<file path="src/mmc_params.svh">
`ifndef MMC_PARAMS_SVH
`define MMC_PARAMS_SVH
// register byte offsets on the slave bus
`define MMC_OFS_RAM_POS   6'h00
`define MMC_OFS_REG_POS   6'h04
`define MMC_OFS_EE_POS    6'h08
`define MMC_OFS_MISC      6'h0C
`define MMC_OFS_TEST_A    6'h10
`define MMC_OFS_TEST_B    6'h14
`define MMC_OFS_SIZE_A    6'h18
`define MMC_OFS_SIZE_B    6'h1C
`define MMC_OFS_PAGE      6'h20
// field positions
`define MMC_POS_HI        7
`define MMC_POS_LO        3
`define MMC_RAM_HAL_BIT   0
`define MMC_EEPROM_ENABLE_BIT      0
`define MMC_PROGRAM_MEMORY_ENABLE_BIT     0
`define MMC_PROGRAM_MEMORY_UPPER_ONLY_BIT     1
`define MMC_STR_LO        2
// reset values
`define MMC_RST_RAM_POS   8'h08
`define MMC_RST_REG_POS   8'h00
`define MMC_RST_EE_POS    8'h11
`define MMC_RST_MISC      8'h0D
`define MMC_RST_MISC_TEST 8'h0C
`define MMC_RST_PAGE      6'h00
// fixed flash pages seen outside the paging window
`define MMC_PAGE_FIX_LO   6'h3E
`define MMC_PAGE_FIX_HI   6'h3F
// core clocks per E clock
`define MMC_E_DIV         4'h2
`endif

</file>
<file path="src/mmc_pkg.sv">
`default_nettype none
package mmc_pkg;
  // system operating modes
  typedef enum logic [2:0] {
    MMC_SPEC_SINGLE, MMC_EMU_NARROW, MMC_SPEC_TEST, MMC_EMU_WIDE,
    MMC_NORM_SINGLE, MMC_NORM_NARROW, MMC_PERIPH, MMC_NORM_WIDE
  } mmc_mode_t;
  // one-hot resource selection for a core access
  typedef struct packed {
    logic regs;
    logic eeprom;
    logic ram;
    logic flash;
    logic ext;
  } mmc_sel_t;
  // core access request
  typedef struct packed {
    logic        valid;
    logic        rw;
    logic [15:0] addr;
  } mmc_core_req_t;
  // core data bus source
  typedef enum logic [2:0] {
    MMC_DB_NONE, MMC_DB_REGS, MMC_DB_EEPROM, MMC_DB_RAM,
    MMC_DB_FLASH, MMC_DB_EXT
  } mmc_dbus_t;
  // stretch sequencer
  typedef enum logic {MMC_ST_IDLE, MMC_ST_STRETCH} mmc_st_t;
endpackage : mmc_pkg
`default_nettype wire

</file>
<file path="src/mmc_top.sv">
// Behaviour
// - decode address with operating mode to resource
// - security state gates selection and data in special single chip mode
// - emulation chip select from address decode
// - external chip select on external accesses
// - no pins, only internal connections
// - ram position write once unless special
// - ram position write acts next cycle
// - ram position bits give base upper bits
// - ram alignment low or high in space
// - page index six bits, upper read zero
// - two read-only memory size registers
// - stretch external access 0 to 3 E clocks
// - eeprom enable removes or maps eeprom
// - register block base below 0x8000
// - program memory enable maps nonvolatile memory
`include "mmc_params.svh"
`default_nettype none
module mmc_top #(
  parameter int          RAM_SIZE  = 12288, // ram bytes
  parameter int          RAM_SPACE = 16384, // mappable ram space
  parameter int          EE_SIZE   = 2048,  // eeprom bytes
  parameter int          REG_SIZE  = 1024,  // register block bytes
  parameter logic [7:0]  SIZE_A    = 8'h00, // memory size code a
  parameter logic [7:0]  SIZE_B    = 8'h00  // memory size code b
) (
  // clock and reset
  input  wire logic               clock,
  input  wire logic               rstn,
  // avalon-mm register slave
  input  wire logic [5:0]         address,
  input  wire logic               read,
  input  wire logic               write,
  input  wire logic [31:0]        writedata,
  output logic      [31:0]        readdata,
  output logic                    waitrequest,
  // internal links only
  // core side, same clock domain
  input  wire mmc_pkg::mmc_mode_t mode,
  input  wire logic [1:0]         sec_bits,
  input  wire mmc_pkg::mmc_core_req_t core_req,
  // decode results
  output mmc_pkg::mmc_sel_t       sel,
  output mmc_pkg::mmc_dbus_t      dbus_src,
  output logic [5:0]              flash_page,
  output logic                    emu_cs,
  output logic                    ext_cs_n,
  output logic                    core_hold,
  output logic                    secure
);
  import mmc_pkg::*;

  // register state
  logic [7:0] ram_pos_reg;      // ram base bits and alignment
  logic [7:0] reg_pos_reg;      // register block base bits
  logic [7:0] ee_pos_reg;       // eeprom base bits and enable
  logic [7:0] misc_reg;         // stretch and program memory control
  logic [5:0] page_reg;         // program page index
  logic       ram_wr_done_reg;  // first ram position write taken
  logic       reg_wr_done_reg;  // first register position write taken
  logic       misc_wr_done_reg; // first misc write taken
  logic       init_done_reg;    // mode-dependent reset applied
  logic       wait_reg;         // waitrequest flop

  // mode classes
  logic is_special;             // write protection lifted
  logic is_emul;                // emulation modes
  logic is_single;              // no external bus
  logic wr_acc;                 // write completes this edge
  logic sec_now;                // decoded security state

  always_comb begin
    is_special = (mode == MMC_SPEC_SINGLE) || (mode == MMC_SPEC_TEST)
              || (mode == MMC_PERIPH);
    is_emul    = (mode == MMC_EMU_NARROW) || (mode == MMC_EMU_WIDE);
    is_single  = (mode == MMC_SPEC_SINGLE) || (mode == MMC_NORM_SINGLE)
              || (mode == MMC_PERIPH);
    wr_acc     = write && !wait_reg;
    sec_now    = (sec_bits != 2'b10);
  end

  // bus handshake: one wait cycle, then done
  always_ff @(posedge clock or negedge rstn) begin
    if (!rstn) begin
      wait_reg <= 1'b1;
    end else begin
      wait_reg <= !((read || write) && wait_reg);
    end
  end

  // read data captured during the wait cycle
  always_ff @(posedge clock or negedge rstn) begin
    if (!rstn) begin
      readdata <= 32'h0000_0000;
    end else if (read && wait_reg) begin
      case (address)
        `MMC_OFS_RAM_POS: readdata <= {24'h000000,
                             ram_pos_reg[7:3], 2'b00, ram_pos_reg[0]};
        `MMC_OFS_REG_POS: readdata <= {24'h000000, 1'b0,
                             reg_pos_reg[6:3], 3'b000};
        `MMC_OFS_EE_POS:  readdata <= {24'h000000,
                             ee_pos_reg[7:3], 2'b00, ee_pos_reg[0]};
        `MMC_OFS_MISC:    readdata <= {28'h0000000, misc_reg[3:0]};
        `MMC_OFS_SIZE_A:  readdata <= {24'h000000, SIZE_A};
        `MMC_OFS_SIZE_B:  readdata <= {24'h000000, SIZE_B};
        `MMC_OFS_PAGE:    readdata <= {26'h0000000, page_reg};
        default:          readdata <= 32'h0000_0000;
      endcase
    end
  end

  // waitrequest straight from its flop
  always_comb waitrequest = wait_reg;

  // ram position, write once outside special modes
  always_ff @(posedge clock or negedge rstn) begin
    if (!rstn) begin
      ram_pos_reg     <= `MMC_RST_RAM_POS;
      ram_wr_done_reg <= 1'b0;
    end else if (wr_acc && address == `MMC_OFS_RAM_POS) begin
      if (is_special || !ram_wr_done_reg) begin
        ram_pos_reg <= {writedata[7:3], 2'b00, writedata[0]};
      end
      ram_wr_done_reg <= 1'b1;
    end
  end

  // register block position, same write-once rule
  always_ff @(posedge clock or negedge rstn) begin
    if (!rstn) begin
      reg_pos_reg     <= `MMC_RST_REG_POS;
      reg_wr_done_reg <= 1'b0;
    end else if (wr_acc && address == `MMC_OFS_REG_POS) begin
      if (is_special || !reg_wr_done_reg) begin
        reg_pos_reg <= {1'b0, writedata[6:3], 3'b000};
      end
      reg_wr_done_reg <= 1'b1;
    end
  end

  // eeprom position, writable at any time
  always_ff @(posedge clock or negedge rstn) begin
    if (!rstn) begin
      ee_pos_reg <= `MMC_RST_EE_POS;
    end else if (wr_acc && address == `MMC_OFS_EE_POS) begin
      ee_pos_reg <= {writedata[7:3], 2'b00, writedata[0]};
    end
  end

  // misc: reset value depends on mode, applied after release
  always_ff @(posedge clock or negedge rstn) begin
    if (!rstn) begin
      misc_reg         <= `MMC_RST_MISC;
      misc_wr_done_reg <= 1'b0;
      init_done_reg    <= 1'b0;
    end else if (!init_done_reg) begin
      // mode pins are only valid once reset has released
      init_done_reg <= 1'b1;
      if (mode == MMC_SPEC_TEST) begin
        misc_reg <= `MMC_RST_MISC_TEST;
      end
    end else if (wr_acc && address == `MMC_OFS_MISC) begin
      if (is_special || !misc_wr_done_reg) begin
        misc_reg <= {4'h0, writedata[3:0]};
      end
      misc_wr_done_reg <= 1'b1;
    end
  end

  // program page index
  always_ff @(posedge clock or negedge rstn) begin
    if (!rstn) begin
      page_reg <= `MMC_RST_PAGE;
    end else if (wr_acc && address == `MMC_OFS_PAGE) begin
      page_reg <= writedata[5:0];
    end
  end

  // address decode; registers are read from flops, so any
  // write shows in the decode one cycle later
  logic [15:0] a;          // core address
  logic [15:0] ram_base;   // ram position base
  logic [15:0] ram_space;  // aligned start of ram space
  logic [15:0] ram_ofs;    // offset inside ram space
  logic [15:0] reg_base;   // register block base
  logic [15:0] ee_base;    // eeprom base
  logic        hit_reg;    // register block hit
  logic        hit_ee;     // eeprom hit
  logic        hit_ram;    // ram hit
  logic        hit_fl;     // flash hit
  logic        in_window;  // paging window
  mmc_sel_t    sel_next;   // selection for this access
  mmc_dbus_t   db_next;    // data source for this access
  logic [5:0]  page_next;  // physical flash page

  always_comb begin
    a         = core_req.addr;
    ram_base  = {ram_pos_reg[7:3], 11'h000};
    ram_space = ram_base & ~16'(RAM_SPACE - 1);
    ram_ofs   = a - ram_space;
    reg_base  = {1'b0, reg_pos_reg[6:3], 11'h000};
    ee_base   = {ee_pos_reg[7:3], 11'h000};
    hit_reg   = (a - reg_base) < 16'(REG_SIZE);
    hit_ee    = ee_pos_reg[`MMC_EEPROM_ENABLE_BIT]
             && ((a - ee_base) < 16'(EE_SIZE));
    hit_ram   = (a & ~16'(RAM_SPACE - 1)) == ram_space;
    if (ram_pos_reg[`MMC_RAM_HAL_BIT]) begin
      hit_ram = hit_ram && (ram_ofs >= 16'(RAM_SPACE - RAM_SIZE));
    end else begin
      hit_ram = hit_ram && (ram_ofs < 16'(RAM_SIZE));
    end
    hit_fl    = misc_reg[`MMC_PROGRAM_MEMORY_ENABLE_BIT] && (a[15:14] != 2'b00)
             && !(misc_reg[`MMC_PROGRAM_MEMORY_UPPER_ONLY_BIT] && a[15:14] == 2'b01);
    in_window = a[15:14] == 2'b10;
    // secure special single chip hides eeprom and flash
    if (sec_now && mode == MMC_SPEC_SINGLE) begin
      hit_ee = 1'b0;
      hit_fl = 1'b0;
    end
    sel_next = '0;
    db_next  = MMC_DB_NONE;
    if (!core_req.valid) begin
      sel_next = '0;
    end else if (hit_reg) begin
      sel_next.regs = 1'b1;
      db_next       = MMC_DB_REGS;
    end else if (hit_ee) begin
      sel_next.eeprom = 1'b1;
      db_next         = MMC_DB_EEPROM;
    end else if (hit_ram) begin
      sel_next.ram = 1'b1;
      db_next      = MMC_DB_RAM;
    end else if (hit_fl) begin
      sel_next.flash = 1'b1;
      db_next        = MMC_DB_FLASH;
    end else if (!is_single) begin
      sel_next.ext = 1'b1;
      db_next      = MMC_DB_EXT;
    end
    // window shows selected page, fixed pages elsewhere
    if (in_window) begin
      page_next = page_reg;
    end else if (a[15:14] == 2'b01) begin
      page_next = `MMC_PAGE_FIX_LO;
    end else begin
      page_next = `MMC_PAGE_FIX_HI;
    end
  end

  // registered decode outputs
  always_ff @(posedge clock or negedge rstn) begin
    if (!rstn) begin
      sel        <= '0;
      dbus_src   <= MMC_DB_NONE;
      flash_page <= 6'h00;
      emu_cs     <= 1'b0;
      ext_cs_n   <= 1'b1;
      secure     <= 1'b1;
    end else begin
      sel        <= sel_next;
      dbus_src   <= db_next;
      flash_page <= page_next;
      secure     <= sec_now;
      emu_cs     <= is_emul && sel_next.flash;
      ext_cs_n   <= !sel_next.ext;
    end
  end

  // e clock enable divider
  logic [3:0] ediv_reg;    // divider count
  logic       e_en;        // one pulse per e clock
  always_ff @(posedge clock or negedge rstn) begin
    if (!rstn) begin
      ediv_reg <= 4'h0;
    end else if (ediv_reg == `MMC_E_DIV - 4'h1) begin
      ediv_reg <= 4'h0;
    end else begin
      ediv_reg <= ediv_reg + 4'h1;
    end
  end
  always_comb e_en = (ediv_reg == `MMC_E_DIV - 4'h1);

  // external stretch: hold the core for 0..3 e clocks
  mmc_st_t    st_reg;      // stretch state
  logic [1:0] str_cnt_reg; // e clocks still to stretch
  always_ff @(posedge clock or negedge rstn) begin
    if (!rstn) begin
      st_reg      <= MMC_ST_IDLE;
      str_cnt_reg <= 2'b00;
      core_hold   <= 1'b0;
    end else begin
      case (st_reg)
        MMC_ST_IDLE: begin
          if (sel_next.ext && misc_reg[3:2] != 2'b00) begin
            st_reg      <= MMC_ST_STRETCH;
            str_cnt_reg <= misc_reg[3:2];
            core_hold   <= 1'b1;
          end
        end
        MMC_ST_STRETCH: begin
          if (e_en) begin
            if (str_cnt_reg == 2'b01) begin
              st_reg    <= MMC_ST_IDLE;
              core_hold <= 1'b0;
            end
            str_cnt_reg <= str_cnt_reg - 2'b01;
          end
        end
        default: begin
          st_reg    <= MMC_ST_IDLE;
          core_hold <= 1'b0;
        end
      endcase
    end
  end
endmodule : mmc_top
`default_nettype wire

</file>
<file path="config.mk">
export PLATFORM = sky130hd
export DESIGN_NAME = mmc_top
export DESIGN_NICKNAME = d
export VERILOG_FILES = /design/src/mmc_pkg.sv /design/src/mmc_top.sv
export VERILOG_INCLUDE_DIRS = /design/src
export SDC_FILE = /design/constraint.sdc
export NUM_CORES = 1
export LEC_CHECK = 0
export BUFFER_PORTS_ARGS = -buffer_cell sky130_fd_sc_hd__buf_4
export CORE_ASPECT_RATIO = 0.7
export CORE_UTILIZATION = 45
export DETAILED_ROUTE_END_ITERATION = 12
export GPL_ROUTABILITY_DRIVEN = 0
export PLACE_DENSITY = 0.76
export SKIP_CTS_REPAIR_TIMING = 1
export SLEW_MARGIN = 30
export SYNTH_ARGS = -nofsm -noshare
export SYNTH_HDL_FRONTEND = slang
export SYNTH_SLANG_ARGS = --single-unit
</file>
<file path="constraint.sdc">
create_clock -name clock -period 2.2 [get_ports clock]
set_input_delay 0.44 -clock clock [delete_from_list [all_inputs] [get_ports clock]]
set_output_delay 0.44 -clock clock [all_outputs]
set_load 0.05 [all_outputs]
</file>
==> results of run 1 <==
-- power by group through the flow --
stage,Combinational [mW],Sequential [mW],Clock (mW)
6_report,0.769,1.39,1.12
5_1_grt,0.838,1.40,1.20
4_1_cts,0.757,1.38,1.14
3_5_place_dp,0.750,1.41,0
3_3_place_gp,0.725,1.40,0
2_1_floorplan,0.468,1.48,0
-- logic make-up (layout without fill, tap and decap cells) --
group                    after synthesis  count (layout)  share of synthesized area [%]
AO/OA/AOI/OAI                         61              61                           12.2
flip-flops                            64              64                           49.3
buffers and inverters                 47             120                           8.42
other                                  2              25                          0.230
adder cells (fa/ha/maj)               12              12                           5.05
XOR/XNOR                               9               9                           2.41
multiplexers                          19              19                           6.51
AND/OR/NAND/NOR                       91              91                           15.8
-- through the flow --
| stage | std cells | TNS, ns | hold slack (ns) | utilization, % |
|---|---|---|---|---|
| floorplan | 328 | -0.796 | 0.144 | - |
| detailed placement | 476 | -3.76 | 0.445 | 57.3 |
| CTS | 492 | -1.64 | 0.198 | 60.5 |
| global route | 495 | -3.08 | 0.224 | 61.5 |
| finish | 495 | -1.45 | 0.177 | 61.5 |
| global placement | 476 | -2.95 | 0.438 | 57.3 |
-- cell type report --
class	count	area, sq um	area share [%]
flip-flops and latches	64	1610	38.1
clock inverters	5	80.1	1.89
repair buffers	84	634	15.0
multi-input cells	217	1560	36.8
clock buffers	11	141	3.34
well taps	94	118	2.78
inverters	20	91.3	2.16
-- per-layer routing --
layer	routed length (microns)	part of all wire [%]	vias up	track usage [%]
met5	0	0	-	0
met4	73	1.0	0	4.76
met3	397	5.5	8	6.57
met2	3400	47	80	31.9
met1	3310	46	1218	27.8
li1	-	-	1202	-
-- worst paths after layout --
check,start,to,slack (ns)
setup reg to reg,ee_pos_reg[3],str_cnt_reg[1],-0.20
setup / recovery,ee_pos_reg[3],str_cnt_reg[1],-0.20
hold / removal,rstn,sel[0],0.18
min in group clock,sec_bits[1],secure,0.23
max in group asynchronous,rstn,page_reg[4],1.50
hold reg to reg,reg_wr_done_reg,reg_wr_done_reg,0.46
-- worst max-delay path: stages, from the launching register on --
cell,delay [ns]
dfrtp_1,0.38
ha_4,0.15
inv_2,0.04
fa_2,0.38
xnor2_2,0.15
nand3_1,0.10
or3_4,0.34
a211oi_2,0.24
nand4bb_4,0.27
o22a_1,0.17
nor2_1,0.05
-- cells in the mapped netlist (2+ instances only) --
cell type  instances
mux2_2            18
nand3_1            8
dfstp_2            9
o22a_1             2
nor4_1             3
a222oi_1           3
nor3_1             3
and3_1             2
a211oi_2           2
nor2b_1            2
fa_1               2
o21a_1             2
a21o_1            10
nand2_1           23
buf_4             24
nand2b_1           5
a22oi_1            4
ha_1              10
conb_1             2
inv_1             18
a21oi_1           15
or3_1              8
xnor2_1            7
xor2_1             2
dfrtp_1           55
o21ai_0           16
nor2_1            19
nand3b_1           3
and2_1             2
==> flow_metrics.env, run 1 <==
export IMPL_synth_top_area_cell="dfrtp_1"
export IMPL_final_cell_mix="83 x buf_4, 55 x dfrtp_1, 25 x conb_1, 23 x nand2_1, 18 x mux2_2"
export IMPL_worst_r2r_cell_count=10
export IMPL_maxSlewHeadroom_pct=47.0
export IMPL_p_int_mw=2.26
export IMPL_antenna_found_initial=0
export IMPL_synth_async_reset_ratio_pct=100
export IMPL_synthCells=305
export IMPL_slew_violations=0
export IMPL_ant_nets=0
export IMPL_yosys_area_top_type_share_pct=42.1
export IMPL_tightest_slew_ns=0.795
export IMPL_clock_sinks=64
export IMPL_worst_clock_skew_ns=0.00968
export IMPL_yosysSeqAreaShare_pct=49.3
export IMPL_min_period_over_period_pct=109
export IMPL_root_buffer="clkbuf_8"
export IMPL_die_area_sq_um=7620
export IMPL_synth_area_leaders="dfrtp_1 42%, dfstp_2 7.2%, mux2_2 6.2%, buf_4 5.5%, ha_1 3.8%"
export IMPL_syn_area_sq_um=3270
export IMPL_yosys_warnings=0
export IMPL_swShare_pct=31.1
export IMPL_critPathMaxFanout=8
export IMPL_grt_pass1_vias=2440
export IMPL_synth_edf_count=0
export IMPL_p_clk_share_pct=34.3
export IMPL_avgSynthCellArea_sq_um=10.7
export IMPL_powerDensity_nw_per_um2=775
export IMPL_vias=2508
export IMPL_via_per_inst=5.07
export IMPL_min_path_type="in2async"
export IMPL_ys_seq_elements=64
export IMPL_top_register="readdata"
export IMPL_rsz0062_at_grt="yes"
export IMPL_cts_tree="done"
export IMPL_violations="setup timing"
export IMPL_die_w_microns=104
export IMPL_insertion_delay_ns=0.35
export IMPL_p_seq_share_pct=42.3
export IMPL_fmax_mhz=417
export IMPL_grt_overflow=0
export IMPL_grt_usage_pct=20.4
export IMPL_clockBufferDepth=2
export IMPL_path_class="reg2reg"
export IMPL_initial_core_util_pct=47.5
export IMPL_route_detailed_drc=0
export IMPL_layout_drive_gt1_share_pct=40.1
export IMPL_coreArea_sq_um=6880
export IMPL_pre_cts_ws_ns=-0.398
export IMPL_synthFlopType="dfrtp_1"
export IMPL_p_switching_mw=1.02
export IMPL_numCtsBuffers=9
export IMPL_rows=25
export IMPL_grt_pass1_wl_microns=11700
export IMPL_synth_distinct_cells=55
export IMPL_arrival_ns=2.62
export IMPL_hold_viol=0
export IMPL_io_pins=116
export IMPL_cap_violations=0
export IMPL_leakage_nw=2.05
export IMPL_irDropWorstVdd_mv=0.379
export IMPL_final_area_sq_um=4230
export IMPL_grt_start_max_net_pins=65
export IMPL_clk_pin_slew_worst_paths_ns=0.07
export IMPL_required_ns=2.42
export IMPL_start_kind="register"
export IMPL_detail_route_wirelength_microns=7180
export IMPL_final_common_cell="buf_4"
export IMPL_h_tree_depth=3
export IMPL_detail_route_iter0_violations=117
export IMPL_setup_violations=11
export IMPL_fillCellCount=583
export IMPL_largest_reg_flops=8
export IMPL_area_growth_pct=29.5
export IMPL_fp_dieH_microns=73.3
export IMPL_outcome="finished with violations"
export IMPL_timing_final_ws_setup_ns=-0.195
export IMPL_endpoint_kind="register"
export IMPL_placed_area_sq_um=3940
export IMPL_min_period_ns=2.40
export IMPL_fin_nets=473
export IMPL_portBuffers=56
export IMPL_diodes=0
export IMPL_drt_first_pass_iters=5
export IMPL_wire_per_inst_microns=14.5
export IMPL_finalPower_mw=3.28
export IMPL_place_hpwl_microns=5400
export IMPL_p_comb_share_pct=23.4
Note: power is estimated with default switching activity, not from simulation.
==> run 2: changes to the inputs <==
--- a/config.mk
+++ b/config.mk
@@ -8,6 +8,7 @@
 export LEC_CHECK = 0
 export BUFFER_PORTS_ARGS = -buffer_cell sky130_fd_sc_hd__buf_4
 export CORE_ASPECT_RATIO = 0.7
+export CORE_MARGIN = 2
 export CORE_UTILIZATION = 45
 export DETAILED_ROUTE_END_ITERATION = 12
 export GPL_ROUTABILITY_DRIVEN = 0
==> constraint.sdc (replaced) <==
create_clock -name clock -period 2.2 [get_ports clock]
set_input_delay 0.33 -clock clock [delete_from_list [all_inputs] [get_ports clock]]
set_output_delay 0.33 -clock clock [all_outputs]
set_load 0.05 [all_outputs]
==> flow_metrics.env, run 2 (same netlist as run 1, synthesis figures left out) <==
export IMPL_numPlacedInstances=469
export IMPL_hold_viol=0
export IMPL_max_stage_delay_ns=0.54
export IMPL_setup_violations=11
export IMPL_path_class="reg2reg"
export IMPL_grt_pass1_vias=2526
export IMPL_leakage_nw=2.01
export IMPL_grt_usage_pct=20.1
export IMPL_h_tree_depth=3
export IMPL_critPathMaxFanout=6
export IMPL_wire_per_inst_microns=15.4
export IMPL_arrival_ns=2.67
export IMPL_rows=25
export IMPL_layout_drive_gt1_share_pct=38.0
export IMPL_timing_final_ws_setup_ns=-0.241
export IMPL_initial_core_util_pct=47.5
export IMPL_p_seq_share_pct=45.3
export IMPL_p_clk_share_pct=30.0
export IMPL_portBuffers=56
export IMPL_io_pins=116
export IMPL_register_area_sq_um=1610
export IMPL_clk_pin_slew_worst_paths_ns=0.08
export IMPL_fmax_mhz=410
export IMPL_min_period_ns=2.44
export IMPL_slew_violations=0
export IMPL_drt_first_pass_iters=4
export IMPL_violations="setup timing"
export IMPL_outcome="finished with violations"
export IMPL_numCtsBuffers=9
export IMPL_p_int_mw=2.03
export IMPL_detail_route_iter0_violations=90
export IMPL_antenna_found_initial=0
export IMPL_die_area_sq_um=7970
export IMPL_p_comb_share_pct=24.7
export IMPL_start_kind="register"
export IMPL_worst_clock_skew_ns=0.00678
export IMPL_swShare_pct=33.9
export IMPL_grt_overflow=0
export IMPL_route_detailed_drc=0
export IMPL_fin_nets=469
export IMPL_endpoint_kind="register"
export IMPL_top_register="readdata"
export IMPL_final_cell_mix="80 x buf_4, 55 x dfrtp_1, 25 x conb_1, 23 x nand2_1"
export IMPL_grt_start_max_net_pins=65
export IMPL_crit_chain="inv_2 > fa_2 > a21o_1 > a21oi_2 > xnor2_1 > a211oi_2 > nand4bb_4 > buf_4 > o41ai_2 > nor2_1"
export IMPL_root_buffer="clkbuf_8"
export IMPL_final_common_cell="buf_4"
export IMPL_cts_tree="done"
export IMPL_finalPower_mw=3.07
export IMPL_clock_sinks=64
export IMPL_insertion_delay_ns=0.35
export IMPL_via_per_inst=5.13
export IMPL_area_growth_pct=25.9
export IMPL_place_hpwl_microns=5500
export IMPL_required_ns=2.43
export IMPL_tightest_slew_ns=0.784
export IMPL_multi_input_area_sq_um=1530
export IMPL_cp_slowest_cell="dfstp_2"
export IMPL_diodes=0
export IMPL_min_path_type="in2async"
export IMPL_maxSlewHeadroom_pct=47.7
export IMPL_setup_tns_ns=-1.48
export IMPL_cap_violations=0
export IMPL_p_switching_mw=1.04
export IMPL_fp_dieH_microns=75.3
export IMPL_min_period_over_period_pct=111
export IMPL_largest_reg_flops=8
export IMPL_grt_pass1_wl_microns=12000
export IMPL_vias=2518
export IMPL_coreArea_sq_um=6880
export IMPL_ant_nets=0
export IMPL_clockBufferDepth=2
export IMPL_powerDensity_nw_per_um2=745
export IMPL_die_w_microns=106
export IMPL_fillCellCount=607
export IMPL_irDropWorstVdd_mv=0.355
export IMPL_instances_no_fill=491
export IMPL_rsz0062_at_grt="yes"
export IMPL_detail_route_wirelength_microns=7570
==> run 2: cell count changes in the layout (fill, tap and decap cells not counted), sizes merged <==
cell	before	now
bufinv	2	0
inv	19	20
clkbuf	11	10
clkinvlp	2	1
clkinv	2	5
buf	84	80
==> run 2: final cells by class <==
class,count,share of cell area [%]
sequential,64,39.2
multi-input combinational,217,37.1
timing repair buffer,80,14.6
clock buffer,10,3.34
tap,94,2.86
inverter,20,1.85
clock inverter,6,1.06
==> run 2: worst max-delay path: cells and delay by family, from the launching register on <==
| family | cells | cell delay (ns) |
|---|---|---|
| adders and majority gates | 1 | 0.36 |
| and+or+nand+nor | 2 | 0.38 |
| buffers and inverters | 2 | 0.26 |
| xor gates and xnor gates | 1 | 0.16 |
| DFF | 1 | 0.54 |
| AOI/OAI and AO/OA | 4 | 0.63 |
==> run 2: worst paths after layout <==
| kind | startpoint | to | slack [ns] | depth (start not counted) |
|---|---|---|---|---|
| max reg2reg | ee_pos_reg[4] | str_cnt_reg[1] | -0.24 | 10 |
| min | rstn | misc_reg[1] | 0.07 | 1 |
| max | ee_pos_reg[4] | str_cnt_reg[1] | -0.24 | 10 |
| min in group clock | sec_bits[1] | secure | 0.12 | 2 |
| max in group asynchronous | rstn | readdata[7] | 1.62 | 1 |
| min reg2reg | reg_wr_done_reg | reg_wr_done_reg | 0.47 | 1 |
==> run 2: per-stage QoR <==
| step | setup WS (ns) | hold WS [ns] | area [sq um] | util (%) |
|---|---|---|---|---|
| global route | -0.341 | 0.101 | 4120 | 59.8 |
| detailed placement | -0.298 | 0.448 | 3860 | 56.0 |
| CTS | -0.238 | 0.0876 | 4040 | 58.7 |
| global placement | -0.267 | 0.437 | 3860 | 56.0 |
| finish | -0.241 | 0.0662 | 4120 | 59.8 |
| floorplan | -0.144 | 0.0344 | 3380 | - |
==> run 2: metal layers <==
| layer | part of all wire [%] | global-route usage (%) | up-vias |
|---|---|---|---|
| met5 | 0 | 0 | - |
| met4 | 1.7 | 8.92 | 0 |
| met3 | 5.8 | 5.39 | 14 |
| met2 | 46 | 31.3 | 73 |
| met1 | 46 | 26.9 | 1236 |
| li1 | - | - | 1195 |
==> run 2: power groups by stage <==
stage	clock network, mW	registers, mW	logic, mW
after floorplan	0	1.48	0.461
after CTS	0.941	1.39	0.737
after detailed placement	0	1.41	0.728
final	0.920	1.39	0.756
after global placement	0	1.40	0.707
after global routing	0.990	1.40	0.830
